--- config.mk ---
export PLATFORM = sky130hd
export DESIGN_NAME = dbm_codec
export DESIGN_NICKNAME = d
export VERILOG_FILES = /design/src/pkg/dbm_pkg.sv /design/src/pkg/dbm_beat_if.sv /design/src/hdl/dbm_codec.sv /design/src/hdl/dbm_buffer.sv
export SDC_FILE = /design/constraint.sdc
export NUM_CORES = 1
export LEC_CHECK = 0
export ABC_AREA = 1
export BUFFER_PORTS_ARGS = -buffer_cell sky130_fd_sc_hd__buf_2
export CORE_AREA = 2 2 74 147
export CTS_CLUSTER_SIZE = 25
export DETAILED_ROUTE_END_ITERATION = 8
export DIE_AREA = 0 0 76 149
export GPL_TIMING_DRIVEN = 0
export PLACE_DENSITY = 0.86
export SLEW_MARGIN = 10
export SYNTH_ARGS = -nofsm -noshare
export SYNTH_HDL_FRONTEND = slang
export SYNTH_SLANG_ARGS = --single-unit
--- constraint.sdc ---
create_clock -name clk -period 1.8 [get_ports clk]
set_input_delay 0.09 -clock clk [delete_from_list [all_inputs] [get_ports clk]]
set_output_delay 0.09 -clock clk [all_outputs]
set_load 0.01 [all_outputs]
--- src/pkg/dbm_pkg.sv ---
// Contract
// - Masking on writes only; inversion both ways, per lane
// - Write inversion enabled by mode bit seven high
// - Read inversion has its own mode bit
// - Mask disable bit: zero enables, one disables
// - One mask/invert pin per byte lane, two lanes
// - Pin travels beat for beat with data lines
// - All write functions off: pin ignored, receiver off
// - Read inversion off: driver off; all off likewise
// - Write inversion: pin high inverts received byte
// - Read: more than four ones inverts, pin high
// - Masked write, no inversion: pin high masks byte
// - Both on: pin low and five upper ones masks
// - Write FIFO load stores pin as pattern only
// - Read FIFO drives back stored pin pattern
// - Read training drives calibration pattern on pin
// - Mode readback never inverts; pin held low
package dbm_pkg;

    localparam int LANES       = 2;
    localparam int LANE_W      = 8;
    localparam int DATA_W      = LANES * LANE_W;
    localparam int MODE_W      = 8;
    localparam int WR_INV_BIT  = 7;
    localparam int RD_INV_BIT  = 6;
    localparam int MASK_DIS_BIT = 5;
    localparam int INV_LIMIT   = 4;
    localparam int MASK_LIMIT  = 5;
    localparam int UPPER_LO    = 2;
    localparam int CNT_W       = 4;
    localparam int PAT_DEPTH   = 8;
    localparam int PAT_AW      = 3;
    localparam int BUF_DEPTH   = 2;
    localparam int BUF_CW      = 2;

    typedef enum logic [2:0] {
        CMD_IDLE,
        CMD_WRITE,
        CMD_MASKED_WRITE,
        CMD_WR_FIFO,
        CMD_READ,
        CMD_RD_FIFO,
        CMD_RD_TRAIN,
        CMD_MODE_READ
    } dbm_cmd_t;

endpackage

--- src/pkg/dbm_beat_if.sv ---
`timescale 1ns/1ps
interface dbm_beat_if;
    logic                        valid;
    logic                        ready;
    logic [dbm_pkg::DATA_W-1:0]  data;
    logic [dbm_pkg::LANES-1:0]   byteEn;
    logic                        toFifo;

    modport src (output valid, data, byteEn, toFifo, input ready);
    modport snk (input valid, data, byteEn, toFifo, output ready);
endinterface

--- src/hdl/dbm_codec.sv ---
`timescale 1ns/1ps
module dbm_codec
(
    input  wire logic                          clk,
    input  wire logic                          rst_n,
    // Mode register images
    input  wire logic [dbm_pkg::MODE_W-1:0]    modeRegThree,
    input  wire logic [dbm_pkg::MODE_W-1:0]    modeRegThirteen,
    // Write beats from the pins
    input  wire dbm_pkg::dbm_cmd_t             wrCmd,
    input  wire logic                          wrBeatValid,
    output wire logic                          wrBeatReady,
    input  wire logic [dbm_pkg::DATA_W-1:0]    wrDq,
    input  wire logic [dbm_pkg::LANES-1:0]     wrDmi,
    output logic [dbm_pkg::LANES-1:0]          dmiRxEn,
    output logic                               illegalMaskedWrite,
    // Toward the array
    output wire logic                          arrValid,
    input  wire logic                          arrReady,
    output wire logic [dbm_pkg::DATA_W-1:0]    arrData,
    output wire logic [dbm_pkg::LANES-1:0]     arrByteEn,
    output wire logic                          arrToFifo,
    // Read beats
    input  wire dbm_pkg::dbm_cmd_t             rdCmd,
    input  wire logic                          rdBeatValid,
    input  wire logic [dbm_pkg::DATA_W-1:0]    rdDq,
    input  wire logic [dbm_pkg::LANES-1:0]     calDmi,
    output logic [dbm_pkg::DATA_W-1:0]         dqOut,
    output logic                               dqOe,
    output logic [dbm_pkg::LANES-1:0]          dmiOut,
    output logic [dbm_pkg::LANES-1:0]          dmiOe
);
    localparam int LW = dbm_pkg::LANE_W;

    // ------------------------------------------------------------
    // Mode decode
    // ------------------------------------------------------------
    logic wrInvEn;
    logic rdInvEn;
    logic maskEn;
    logic anyEn;

    assign wrInvEn = modeRegThree[dbm_pkg::WR_INV_BIT];
    assign rdInvEn = modeRegThree[dbm_pkg::RD_INV_BIT];
    assign maskEn  = !modeRegThirteen[dbm_pkg::MASK_DIS_BIT];
    assign anyEn   = maskEn || wrInvEn || rdInvEn;

    function automatic logic [dbm_pkg::CNT_W-1:0] ones
        (input logic [LW-1:0] b, input int lo);
        logic [dbm_pkg::CNT_W-1:0] c;
        c = '0;
        for (int i = 0; i < LW; i++)
            if (i >= lo)
                c = c + dbm_pkg::CNT_W'(b[i]);
        return c;
    endfunction

    // ------------------------------------------------------------
    // Write path
    // ------------------------------------------------------------
    dbm_beat_if bufIn ();
    dbm_beat_if bufOut ();

    logic                          isMaskedWr;
    logic                          dropBeat;
    logic                          wrTake;
    logic [dbm_pkg::DATA_W-1:0]    wrData;
    logic [dbm_pkg::LANES-1:0]     wrEn;

    assign isMaskedWr = wrCmd == dbm_pkg::CMD_MASKED_WRITE;
    // A masked write with masking off is refused and never reaches
    // the array; the controller is not expected to send one
    assign dropBeat = isMaskedWr && !maskEn;
    assign wrTake   = wrBeatValid && bufIn.ready;

    // Every beat and lane is decided from its own inputs only
    genvar g;
    generate
        for (g = 0; g < dbm_pkg::LANES; g++)
        begin : g_wrLane
            logic [LW-1:0] d;
            logic          pin;
            logic          bigUpper;
            assign d   = wrDq[g*LW +: LW];
            assign pin = wrDmi[g];
            assign bigUpper = ones(d, dbm_pkg::UPPER_LO)
                >= dbm_pkg::CNT_W'(dbm_pkg::MASK_LIMIT);
            always_comb
            begin
                wrData[g*LW +: LW] = d;
                wrEn[g]            = 1'b1;
                case (wrCmd)
                    dbm_pkg::CMD_WRITE:
                    begin
                        if (wrInvEn && pin)
                            wrData[g*LW +: LW] = ~d;
                    end
                    dbm_pkg::CMD_MASKED_WRITE:
                    begin
                        if (maskEn && !wrInvEn)
                            wrEn[g] = !pin;
                        else if (maskEn && wrInvEn)
                        begin
                            if (!pin && bigUpper)
                                wrEn[g] = 1'b0;
                            else if (pin)
                                wrData[g*LW +: LW] = ~d;
                        end
                    end
                    default:
                    begin
                        // Training loads and idle pass data as is
                        wrData[g*LW +: LW] = d;
                    end
                endcase
            end
        end
    endgenerate

    assign bufIn.valid  = wrBeatValid && !dropBeat;
    assign bufIn.data   = wrData;
    assign bufIn.byteEn = wrEn;
    assign bufIn.toFifo = wrCmd == dbm_pkg::CMD_WR_FIFO;
    assign wrBeatReady  = bufIn.ready;

    dbm_buffer u_buffer
    (
        .clk     (clk),
        .rst_n   (rst_n),
        .inBeat  (bufIn),
        .outBeat (bufOut)
    );

    assign arrValid     = bufOut.valid;
    assign bufOut.ready = arrReady;
    assign arrData      = bufOut.data;
    assign arrByteEn    = bufOut.byteEn;
    assign arrToFifo    = bufOut.toFifo;

    // ------------------------------------------------------------
    // Receiver enable and refusal flag
    // ------------------------------------------------------------
    logic rxOn;

    always_comb
    begin
        case (wrCmd)
            dbm_pkg::CMD_WRITE,
            dbm_pkg::CMD_MASKED_WRITE: rxOn = maskEn || wrInvEn;
            dbm_pkg::CMD_WR_FIFO:      rxOn = anyEn;
            default:                   rxOn = 1'b0;
        endcase
    end

    always_ff @(posedge clk or negedge rst_n)
    begin
        if (!rst_n)
        begin
            dmiRxEn            <= '0;
            illegalMaskedWrite <= 1'b0;
        end
        else
        begin
            dmiRxEn            <= {dbm_pkg::LANES{rxOn}};
            illegalMaskedWrite <= wrBeatValid && dropBeat;
        end
    end

    // ------------------------------------------------------------
    // Training pattern store
    // ------------------------------------------------------------
    logic [dbm_pkg::LANES-1:0]  pat_r [dbm_pkg::PAT_DEPTH];
    logic [dbm_pkg::PAT_AW-1:0] patWr_r;
    logic [dbm_pkg::PAT_AW-1:0] patRd_r;
    logic                       patLoad;
    logic                       patPop;

    assign patLoad = wrTake && wrCmd == dbm_pkg::CMD_WR_FIFO && anyEn;
    assign patPop  = rdBeatValid && rdCmd == dbm_pkg::CMD_RD_FIFO;

    // Pointers wrap; an overrun silently reuses the oldest entry
    always_ff @(posedge clk or negedge rst_n)
    begin
        if (!rst_n)
        begin
            patWr_r <= '0;
            patRd_r <= '0;
        end
        else
        begin
            if (patLoad)
                patWr_r <= patWr_r + 3'h1;
            if (patPop)
                patRd_r <= patRd_r + 3'h1;
        end
    end

    generate
        for (g = 0; g < dbm_pkg::PAT_DEPTH; g++)
        begin : g_pat
            always_ff @(posedge clk or negedge rst_n)
            begin
                if (!rst_n)
                    pat_r[g] <= '0;
                else if (patLoad && patWr_r == dbm_pkg::PAT_AW'(g))
                    pat_r[g] <= wrDmi;
            end
        end
    endgenerate

    // ------------------------------------------------------------
    // Read path
    // ------------------------------------------------------------
    logic [dbm_pkg::DATA_W-1:0] rdData;
    logic [dbm_pkg::LANES-1:0]  rdFlag;
    logic [dbm_pkg::LANES-1:0]  rdFlagOe;

    generate
        for (g = 0; g < dbm_pkg::LANES; g++)
        begin : g_rdLane
            logic [LW-1:0] d;
            logic          heavy;
            assign d     = rdDq[g*LW +: LW];
            assign heavy = ones(d, 0)
                > dbm_pkg::CNT_W'(dbm_pkg::INV_LIMIT);
            always_comb
            begin
                rdData[g*LW +: LW] = d;
                rdFlag[g]          = 1'b0;
                rdFlagOe[g]        = 1'b0;
                case (rdCmd)
                    dbm_pkg::CMD_READ:
                    begin
                        rdFlagOe[g] = rdInvEn;
                        if (rdInvEn && heavy)
                        begin
                            rdData[g*LW +: LW] = ~d;
                            rdFlag[g]          = 1'b1;
                        end
                    end
                    dbm_pkg::CMD_MODE_READ:
                    begin
                        rdFlagOe[g] = rdInvEn;
                    end
                    dbm_pkg::CMD_RD_FIFO:
                    begin
                        rdFlagOe[g] = anyEn;
                        rdFlag[g]   = pat_r[patRd_r][g];
                    end
                    dbm_pkg::CMD_RD_TRAIN:
                    begin
                        rdFlagOe[g] = anyEn;
                        rdFlag[g]   = calDmi[g];
                    end
                    default:
                    begin
                        rdFlagOe[g] = 1'b0;
                    end
                endcase
            end
        end
    endgenerate

    // Pin and data leave together on the same beat
    always_ff @(posedge clk or negedge rst_n)
    begin
        if (!rst_n)
        begin
            dqOut  <= '0;
            dqOe   <= 1'b0;
            dmiOut <= '0;
            dmiOe  <= '0;
        end
        else if (rdBeatValid)
        begin
            dqOut  <= rdData;
            dqOe   <= 1'b1;
            dmiOut <= rdFlag & rdFlagOe;
            dmiOe  <= rdFlagOe;
        end
        else
        begin
            dqOut  <= '0;
            dqOe   <= 1'b0;
            dmiOut <= '0;
            dmiOe  <= '0;
        end
    end

endmodule // dbm_codec

--- src/hdl/dbm_buffer.sv ---
`timescale 1ns/1ps
module dbm_buffer
(
    input  wire logic  clk,
    input  wire logic  rst_n,
    dbm_beat_if.snk    inBeat,
    dbm_beat_if.src    outBeat
);
    localparam int EW = dbm_pkg::DATA_W + dbm_pkg::LANES + 1;

    logic [EW-1:0]              slot_r [dbm_pkg::BUF_DEPTH];
    logic [dbm_pkg::BUF_CW-1:0] count_r;
    logic [dbm_pkg::BUF_CW-1:0] countNxt;
    logic                       ready_r;
    logic                       valid_r;
    logic                       push;
    logic                       pop;
    logic [EW-1:0]              inWord;

    assign push   = inBeat.valid && ready_r;
    assign pop    = valid_r && outBeat.ready;
    assign inWord = {inBeat.toFifo, inBeat.byteEn, inBeat.data};

    always_comb
    begin
        countNxt = count_r;
        if (push && !pop)
            countNxt = count_r + 2'h1;
        else if (pop && !push)
            countNxt = count_r - 2'h1;
    end

    // Ready is registered so a stalled array holds the source off cleanly
    always_ff @(posedge clk or negedge rst_n)
    begin
        if (!rst_n)
        begin
            count_r <= 2'h0;
            ready_r <= 1'b1;
            valid_r <= 1'b0;
        end
        else
        begin
            count_r <= countNxt;
            ready_r <= countNxt != 2'(dbm_pkg::BUF_DEPTH);
            valid_r <= countNxt != 2'h0;
        end
    end

    // Head always sits in slot 0; a pop shifts slot 1 forward
    always_ff @(posedge clk or negedge rst_n)
    begin
        if (!rst_n)
        begin
            slot_r[0] <= '0;
            slot_r[1] <= '0;
        end
        else
        begin
            if (pop)
                slot_r[0] <= (count_r == 2'h2) ? slot_r[1] : inWord;
            else if (push && count_r == 2'h0)
                slot_r[0] <= inWord;
            if (push && (count_r - 2'(pop)) == 2'h1)
                slot_r[1] <= inWord;
        end
    end

    assign inBeat.ready   = ready_r;
    assign outBeat.valid  = valid_r;
    assign outBeat.data   = slot_r[0][dbm_pkg::DATA_W-1:0];
    assign outBeat.byteEn =
        slot_r[0][dbm_pkg::DATA_W +: dbm_pkg::LANES];
    assign outBeat.toFifo = slot_r[0][EW-1];

endmodule // dbm_buffer

==> impl_metrics.toml, run 1 <==
[synth]
async_flop_share = 1.00
avgSynthCellArea_um2 = 7.33
synth_fp_nets = 877
synth.distinct_cells = 31
ys_ff_latch = 86
seq_area_frac_synth = 0.376
synth_edf_count = 0
synthCells = 782
synth_top_family_by_area = "simple AND/OR/NAND/NOR gates"
synth_compound_area_frac = 0.0746
synth_xor_area_frac = 0.00611
synthAdderAreaFrac = 0.0882
yosys_warnings = 0
syn_area_mm2 = 0.00573
yosys.area_share.simple = 0.315
synth_ff_type = "dfrtp_1"
synth.area.mux_share = 0

[timing]
fmax_ghz = 0.344
timing.final.ws_setup_ns = -1.10
tightestPinTransition_ns = 0.594
hold_violations = 0
hold_slack_ns = 0.0144
rsz0062_at_grt = "yes"
skew_ns = 0.00424
period_share = 1.61
setup_viol = 22
final_max_slew_viol_count = 0
finalCriticalPeriod_ns = 2.90
relSlewSlack = 0.604

[worst_setup_path]
end_kind = "flop"
reg2reg_slack_ns = 0.12
timing.rr.start = "u_buffer.count_r[0]$_DFF_PN0_"
ff2ff_path_depth = 8
path_max_fanout = 5
r2r-end = "u_buffer.outBeat.byteEn[0]$_DFFE_PN0P_"
path_class = "input pin to flop"
critPathArrivalTime_ns = 3.12
required_ns = 2.02
critPathLaunchType = "input pin"

[detailed_routing]
dr.pass1.iters = 8
drt-initial-drc-count = 582
wirelength_mm = 14.6
drc = 0
vias = 5567
ant_nets = 0
wire_per_inst_um = 14.0
via_per_inst = 5.33

[worst_hold_path]
hold_path_startpoint = "rdDq[3]"
hold_path.class = "input pin to flop"
whs_path_depth = 3
min_to = "dqOut[3]$_DFF_PN0_"

[layout]
n_antenna_cell = 0
layout_commonest_cell = "nand2_1"
drive_gt1_frac = 0.247
post-route-util = 0.690
final_cell_mix = "205 x nand2_1, 117 x inv_1, 108 x nand3_1, 92 x buf_2, 85 x dfrtp_1"
area_delta_synth_final_pct = 23.6
finalNetCount = 997

[clocking]
worstSkewPairLatency_ns = 0.34
cts_sinks = 86
path_clk_slew_ns = 0.06
numCtsBuffers = 9
htreeDepth = 3
root_buffer = "clkbuf_16"
cts_tree = "yes"
cts_buffer_depth = 2

[pwr]
leakagePower_nw = 3.81
power.density_mw_per_mm2 = 1220
vdd_drop_max_mv = 0.876
finalPower_mw = 8.64

[die]
core_mm2 = 0.0103
start_util = 0.558
die_w_um = 76
fp.dieH_um = 149
fp-row-count = 53
die-area_mm2 = 0.0113
io_pins = 108

[grt]
grt_first_pass_wirelength_mm = 24.0
track_usage = 0.261
antenna_found_initial = 0
grt_max_degree = 55
first_global_vias = 5380
grt.overflow.total = 0

[run]
cap_violations = 0

[place]
place.gp.congestion = 0.895
dp_hpwl_mm = 10.3
port_buffers = 92

[status]
violations = "setup timing"
outcome = "finished, violations left"
per-layer routing:
metal	share of wire	GRT usage
met2	0.51	0.454
met5	0	0
met3	0.053	0.0406
met1	0.40	0.322
met4	0.034	0.110
cell families (layout without fill, tap and decap cells):
group | count (synthesis) | after routing
adder cells (fa/ha/maj) | 32 | 32
XOR/XNOR | 4 | 4
AND/OR/NAND/NOR | 399 | 399
AO/OA/AOI/OAI | 84 | 84
buffers and inverters | 177 | 302
flip-flops | 86 | 86
worst max-delay path by stage:
stage,slack (ns),end,from
finish,-1.10,dqOut[0]$_DFF_PN0_,rdDq[0]
global placement,-1.42,dqOut[8]$_DFF_PN0_,rdDq[11]
detailed placement,-1.47,dqOut[8]$_DFF_PN0_,rdDq[11]
CTS,-0.95,dqOut[5]$_DFF_PN0_,rdDq[0]
floorplan,-1.15,dqOut[8]$_DFF_PN0_,rdDq[11]
global route,-1.17,dqOut[6]$_DFF_PN0_,rdDq[0]
layout make-up:
type,count,area (um2)
multi-input cells,519,2920
well taps,137,171
clock inverters,3,42.5
plain buffers,49,343
repair buffers,109,706
fillers,800,3190
clock buffers,13,260
flip-flops and latches,86,2150
inverters,128,497
what timing repair did:
item | 4_1_cts | 5_1_grt
hold buffers | 5 | 0
endpoints found under the hold margin | 35 | 0
buffers inserted | 6 | 3
resized for setup | 33 | 20
pin swaps | 10 | 1
endpoints found under the setup margin | 22 | 22
gates cloned | 2 | 0
critical path, stage by stage:
cell and delay [ns]:
buf_8 0.08, inv_4 0.03, fa_1 0.55, fa_1 0.46
fa_1 0.54, inv_1 0.06, ha_2 0.19, fa_1 0.48
inv_1 0.05, nand2_1 0.08, nand3_2 0.08, nand2_4 0.09
buf_8 0.12, nand3_1 0.09, nand2_1 0.09, a21oi_1 0.04
registers in the layout (all words and copies together), names as in the netlist, 2 cells and up:
signal	count
u_buffer.slot_r	19
dqOut	16
pat_r	16
u_buffer.outBeat.data	16
patRd_r	3
patWr_r	3
dmiOut	2
u_buffer.count_r	2
u_buffer.outBeat.byteEn	2
synthesized netlist by cell type (all sizes together) (2+ instances only):
cell	number	area share
a21oi	39	0.034
buf	40	0.050
clkbuf	9	0.0061
dfrtp	85	0.37
fa	14	0.049
ha	18	0.039
inv	127	0.083
nand2	219	0.15
nand3	126	0.11
nand4	18	0.021
nor2	27	0.019
nor3	8	0.014
o211ai	2	0.0026
o21ai	41	0.036
xor2	4	0.0061
through the flow:
stage          setup TNS (ns)  area, um2  cells  worst slack (ns)
6_report               -19.83       7090   1044             -1.10
5_1_grt                -21.92       7090   1044             -1.17
3_3_place_gp           -34.12       6450   1011             -1.42
3_5_place_dp           -27.95       6480   1012             -1.47
4_1_cts                -18.22       7010   1041            -0.954
2_1_floorplan          -21.75       5810    782             -1.15
report_power, final:
| part | switching [mW] | total (mW) | internal, mW |
|---|---|---|---|
| logic | 2.12 | 3.72 | 1.60 |
| registers | 0.393 | 3.03 | 2.63 |
| clock network | 0.742 | 1.89 | 1.15 |
| total | 3.25 | 8.64 | 5.38 |
No activity file was read; power rests on OpenSTA's default activity.
==> run 2, diff against run 1 <==
ABC_AREA = unset   (was 1)
CORE_AREA = 2 2 70 138   (was 2 2 74 147)
CTS_CLUSTER_SIZE = unset   (was 25)
DIE_AREA = 0 0 72 140   (was 0 0 76 149)
PLACE_DENSITY = 0.83   (was 0.86)
==> run 2 against run 1 <==
  * The run still ends with setup timing left
  * Critical path depth fell by 3
  * Die area decreased by 11%
  * Final area shrank 14%
  * Sequential share of layout area grew 4.9 points
  * Register-to-register slack got worse by 0.12 ns
  * Worst setup slack lost 0.19 ns
  * Critical endpoint is now dqOut[10]$_DFF_PN0_
  * Largest cell class unchanged
==> impl_metrics.toml, run 2 <==
[layout]
largest-register = "u_buffer.slot_r"
drive_gt1_frac = 0.398
largest_reg_flops = 19
n_antenna_cell = 0
final_cell_mix = "84 x dfrtp_1, 82 x buf_2, 39 x buf_4, 37 x a21oi_1, 35 x inv_1"
area_delta_synth_final_pct = 29.1
finalNetCount = 666
layout_commonest_cell = "dfrtp_1"

[synth]
ys_ff_latch = 86
synth_top_area_frac = 0.449
yosysMostFrequentCell = "dfrtp_1"
avgSynthCellArea_um2 = 10.6
synth_top_area_cell = "dfrtp_1"
yosys_warnings = 0
async_flop_share = 1.00
synth_edf_count = 0
synth_ff_type = "dfrtp_1"
synthCells = 447
synth.distinct_cells = 47
netlist_top_cells_area = "dfrtp_1 45%, fa_1 5.9%, a21oi_1 5.1%, ha_1 4.8%, mux2_2 4.8%"
synth_fp_nets = 542
seq_area_frac_synth = 0.455
synthTopCellsByCount = "85 x dfrtp_1, 48 x a21oi_1, 40 x inv_1"
syn_area_mm2 = 0.00473

[detailed_routing]
dr.pass1.iters = 4
drt-initial-drc-count = 293
wirelength_mm = 11.6
ant_nets = 0
wire_per_inst_um = 17.0
drc = 0
vias = 3877
via_per_inst = 5.72

[grt]
grt_first_pass_wirelength_mm = 18.6
first_global_vias = 4028
track_usage = 0.238
grt.overflow.total = 0
antenna_found_initial = 0
grt_max_degree = 66

[timing]
hold_violations = 0
period_share = 1.72
finalCriticalPeriod_ns = 3.09
skew_ns = 0.00554
relSlewSlack = 0.535
fmax_ghz = 0.324
final_max_slew_viol_count = 0
timing.final.ws_setup_ns = -1.29
rsz0062_at_grt = "yes"
setup_viol = 22
tightestPinTransition_ns = 0.696
tns_ns = -23.60

[clocking]
cts_sinks = 86
numCtsBuffers = 9
worstSkewPairLatency_ns = 0.34
root_buffer = "clkbuf_16"
htreeDepth = 3
cts_tree = "yes"
cts_buffer_depth = 2
path_clk_slew_ns = 0.07

[worst_setup_path]
critPathLaunchType = "input pin"
path_max_fanout = 7
end_kind = "flop"
critPathLaunch = "rdDq[11]"
timing.rr.start = "patRd_r[0]$_DFFE_PN0P_"
required_ns = 2.07
path_class = "input pin to flop"
critPathArrivalTime_ns = 3.36

[die]
io_pins = 108
fp-row-count = 49
die_w_um = 72
core_mm2 = 0.00901
start_util = 0.525
die-area_mm2 = 0.0101
fp.dieH_um = 140

[place]
dp_hpwl_mm = 7.87
dp_slack_ns = -1.74
place.gp.congestion = 0.862
port_buffers = 93

[pwr]
leakagePower_nw = 2.86
power.density_mw_per_mm2 = 1330
vdd_drop_max_mv = 0.659

[run]
cap_violations = 0

[worst_hold_path]
hold_path.class = "input pin to flop"
hold_path_startpoint = "rdDq[9]"

[status]
violations = "setup timing"
outcome = "finished, violations left"
## run 2: changes by cell type after synthesis, moves of 7 or more
cell     change
nand2_1    -200
nand3_1    -116
inv_1       -83
mux2_2      +20
nand4_1     -16
or3_1       +16
o22ai_1     +15
o21ai_1     -14
xnor2_1     +10
a21oi_1      +9
xor2_1       +9
buf_2        -7
nor3_2       -7
## run 2: routing by layer
layer | vias to the layer above | wire length, um | global-route usage
met2 | 153 | 6330 | 0.419
met3 | 36 | 589 | 0.0460
met1 | 1923 | 4190 | 0.268
met5 | - | 0 | 0
li1 | 1765 | - | -
met4 | 0 | 450 | 0.115
## run 2: power breakdown
group / internal, mW / leakage, nW / total (mW) / switching [mW]
clock network: 0.948 / 0.133 / 1.74 / 0.788
registers: 2.60 / 1.03 / 3.04 / 0.440
logic: 1.68 / 1.69 / 3.34 / 1.66
total: 5.23 / 2.86 / 8.11 / 2.88
## run 2: final timing paths
kind | endpoint | slack, ns | cells after the start
setup reg to reg | dmiOut[1]$_DFF_PN0_ | 0 | 4
min in group asynchronous | dqOut[10]$_DFF_PN0_ | 0.17 | 2
hold reg to reg | pat_r[11]$_DFFE_PN0P_ | 0.51 | 1
hold / removal | dqOut[9]$_DFF_PN0_ | 0.02 | 3
max in group asynchronous | u_buffer.inBeat.ready$_DFF_PN1_ | 0.97 | 3
setup / recovery | dqOut[10]$_DFF_PN0_ | -1.29 | 13
## run 2: cell families (layout without fill, tap and decap cells)
| group | Yosys count | in the layout | share of synthesized area |
|---|---|---|---|
| compound gates | 108 | 108 | 0.132 |
| xor+xnor | 23 | 23 | 0.0425 |
| fa+ha+maj | 32 | 32 | 0.107 |
| buf+inv | 78 | 207 | 0.0824 |
| flops | 86 | 86 | 0.455 |
| mux | 28 | 28 | 0.0751 |
| simple gates | 92 | 92 | 0.107 |
## run 2: cell type report
class	count	area (um2)
clock inverters	7	55.1
repair buffers	114	731
clock buffers	9	225
multi-input cells	283	2370
well taps	102	128
fillers	635	2900
inverters	40	168
flip-flops and latches	86	2150
plain buffers	37	275
## run 2: timing repair
item,in CTS,in global routing
endpoints found under the hold margin,23,0
buffers inserted,11,4
pin swaps,26,15
hold buffers,3,0
cloned,1,1
resized for setup,42,37
setup endpoints to repair,66,62
## run 2: critical path, cell delays in order
cell       delay (ns)
buf_6            0.10
inv_8            0.03
fa_1             0.58
fa_1             0.46
fa_1             0.51
inv_1            0.05
ha_2             0.18
fa_1             0.49
nor2_1           0.06
a2bb2oi_2        0.17
buf_6            0.14
or3_4            0.35
a21oi_4          0.16
## run 2: stage by stage
step / hold WS, ns / std cells / instance area (um2) / power (mW) / utilization
after floorplan: -0.206 / 447 / 4800 / 5.11 / -
after global placement: 0.283 / 642 / 5390 / 5.81 / 0.598
after detailed placement: 0.00748 / 643 / 5420 / 6.01 / 0.601
after CTS: 0.00210 / 673 / 5960 / 7.98 / 0.662
after global routing: 0.0183 / 678 / 6110 / 8.66 / 0.678
final: 0.0196 / 678 / 6110 / 8.11 / 0.678
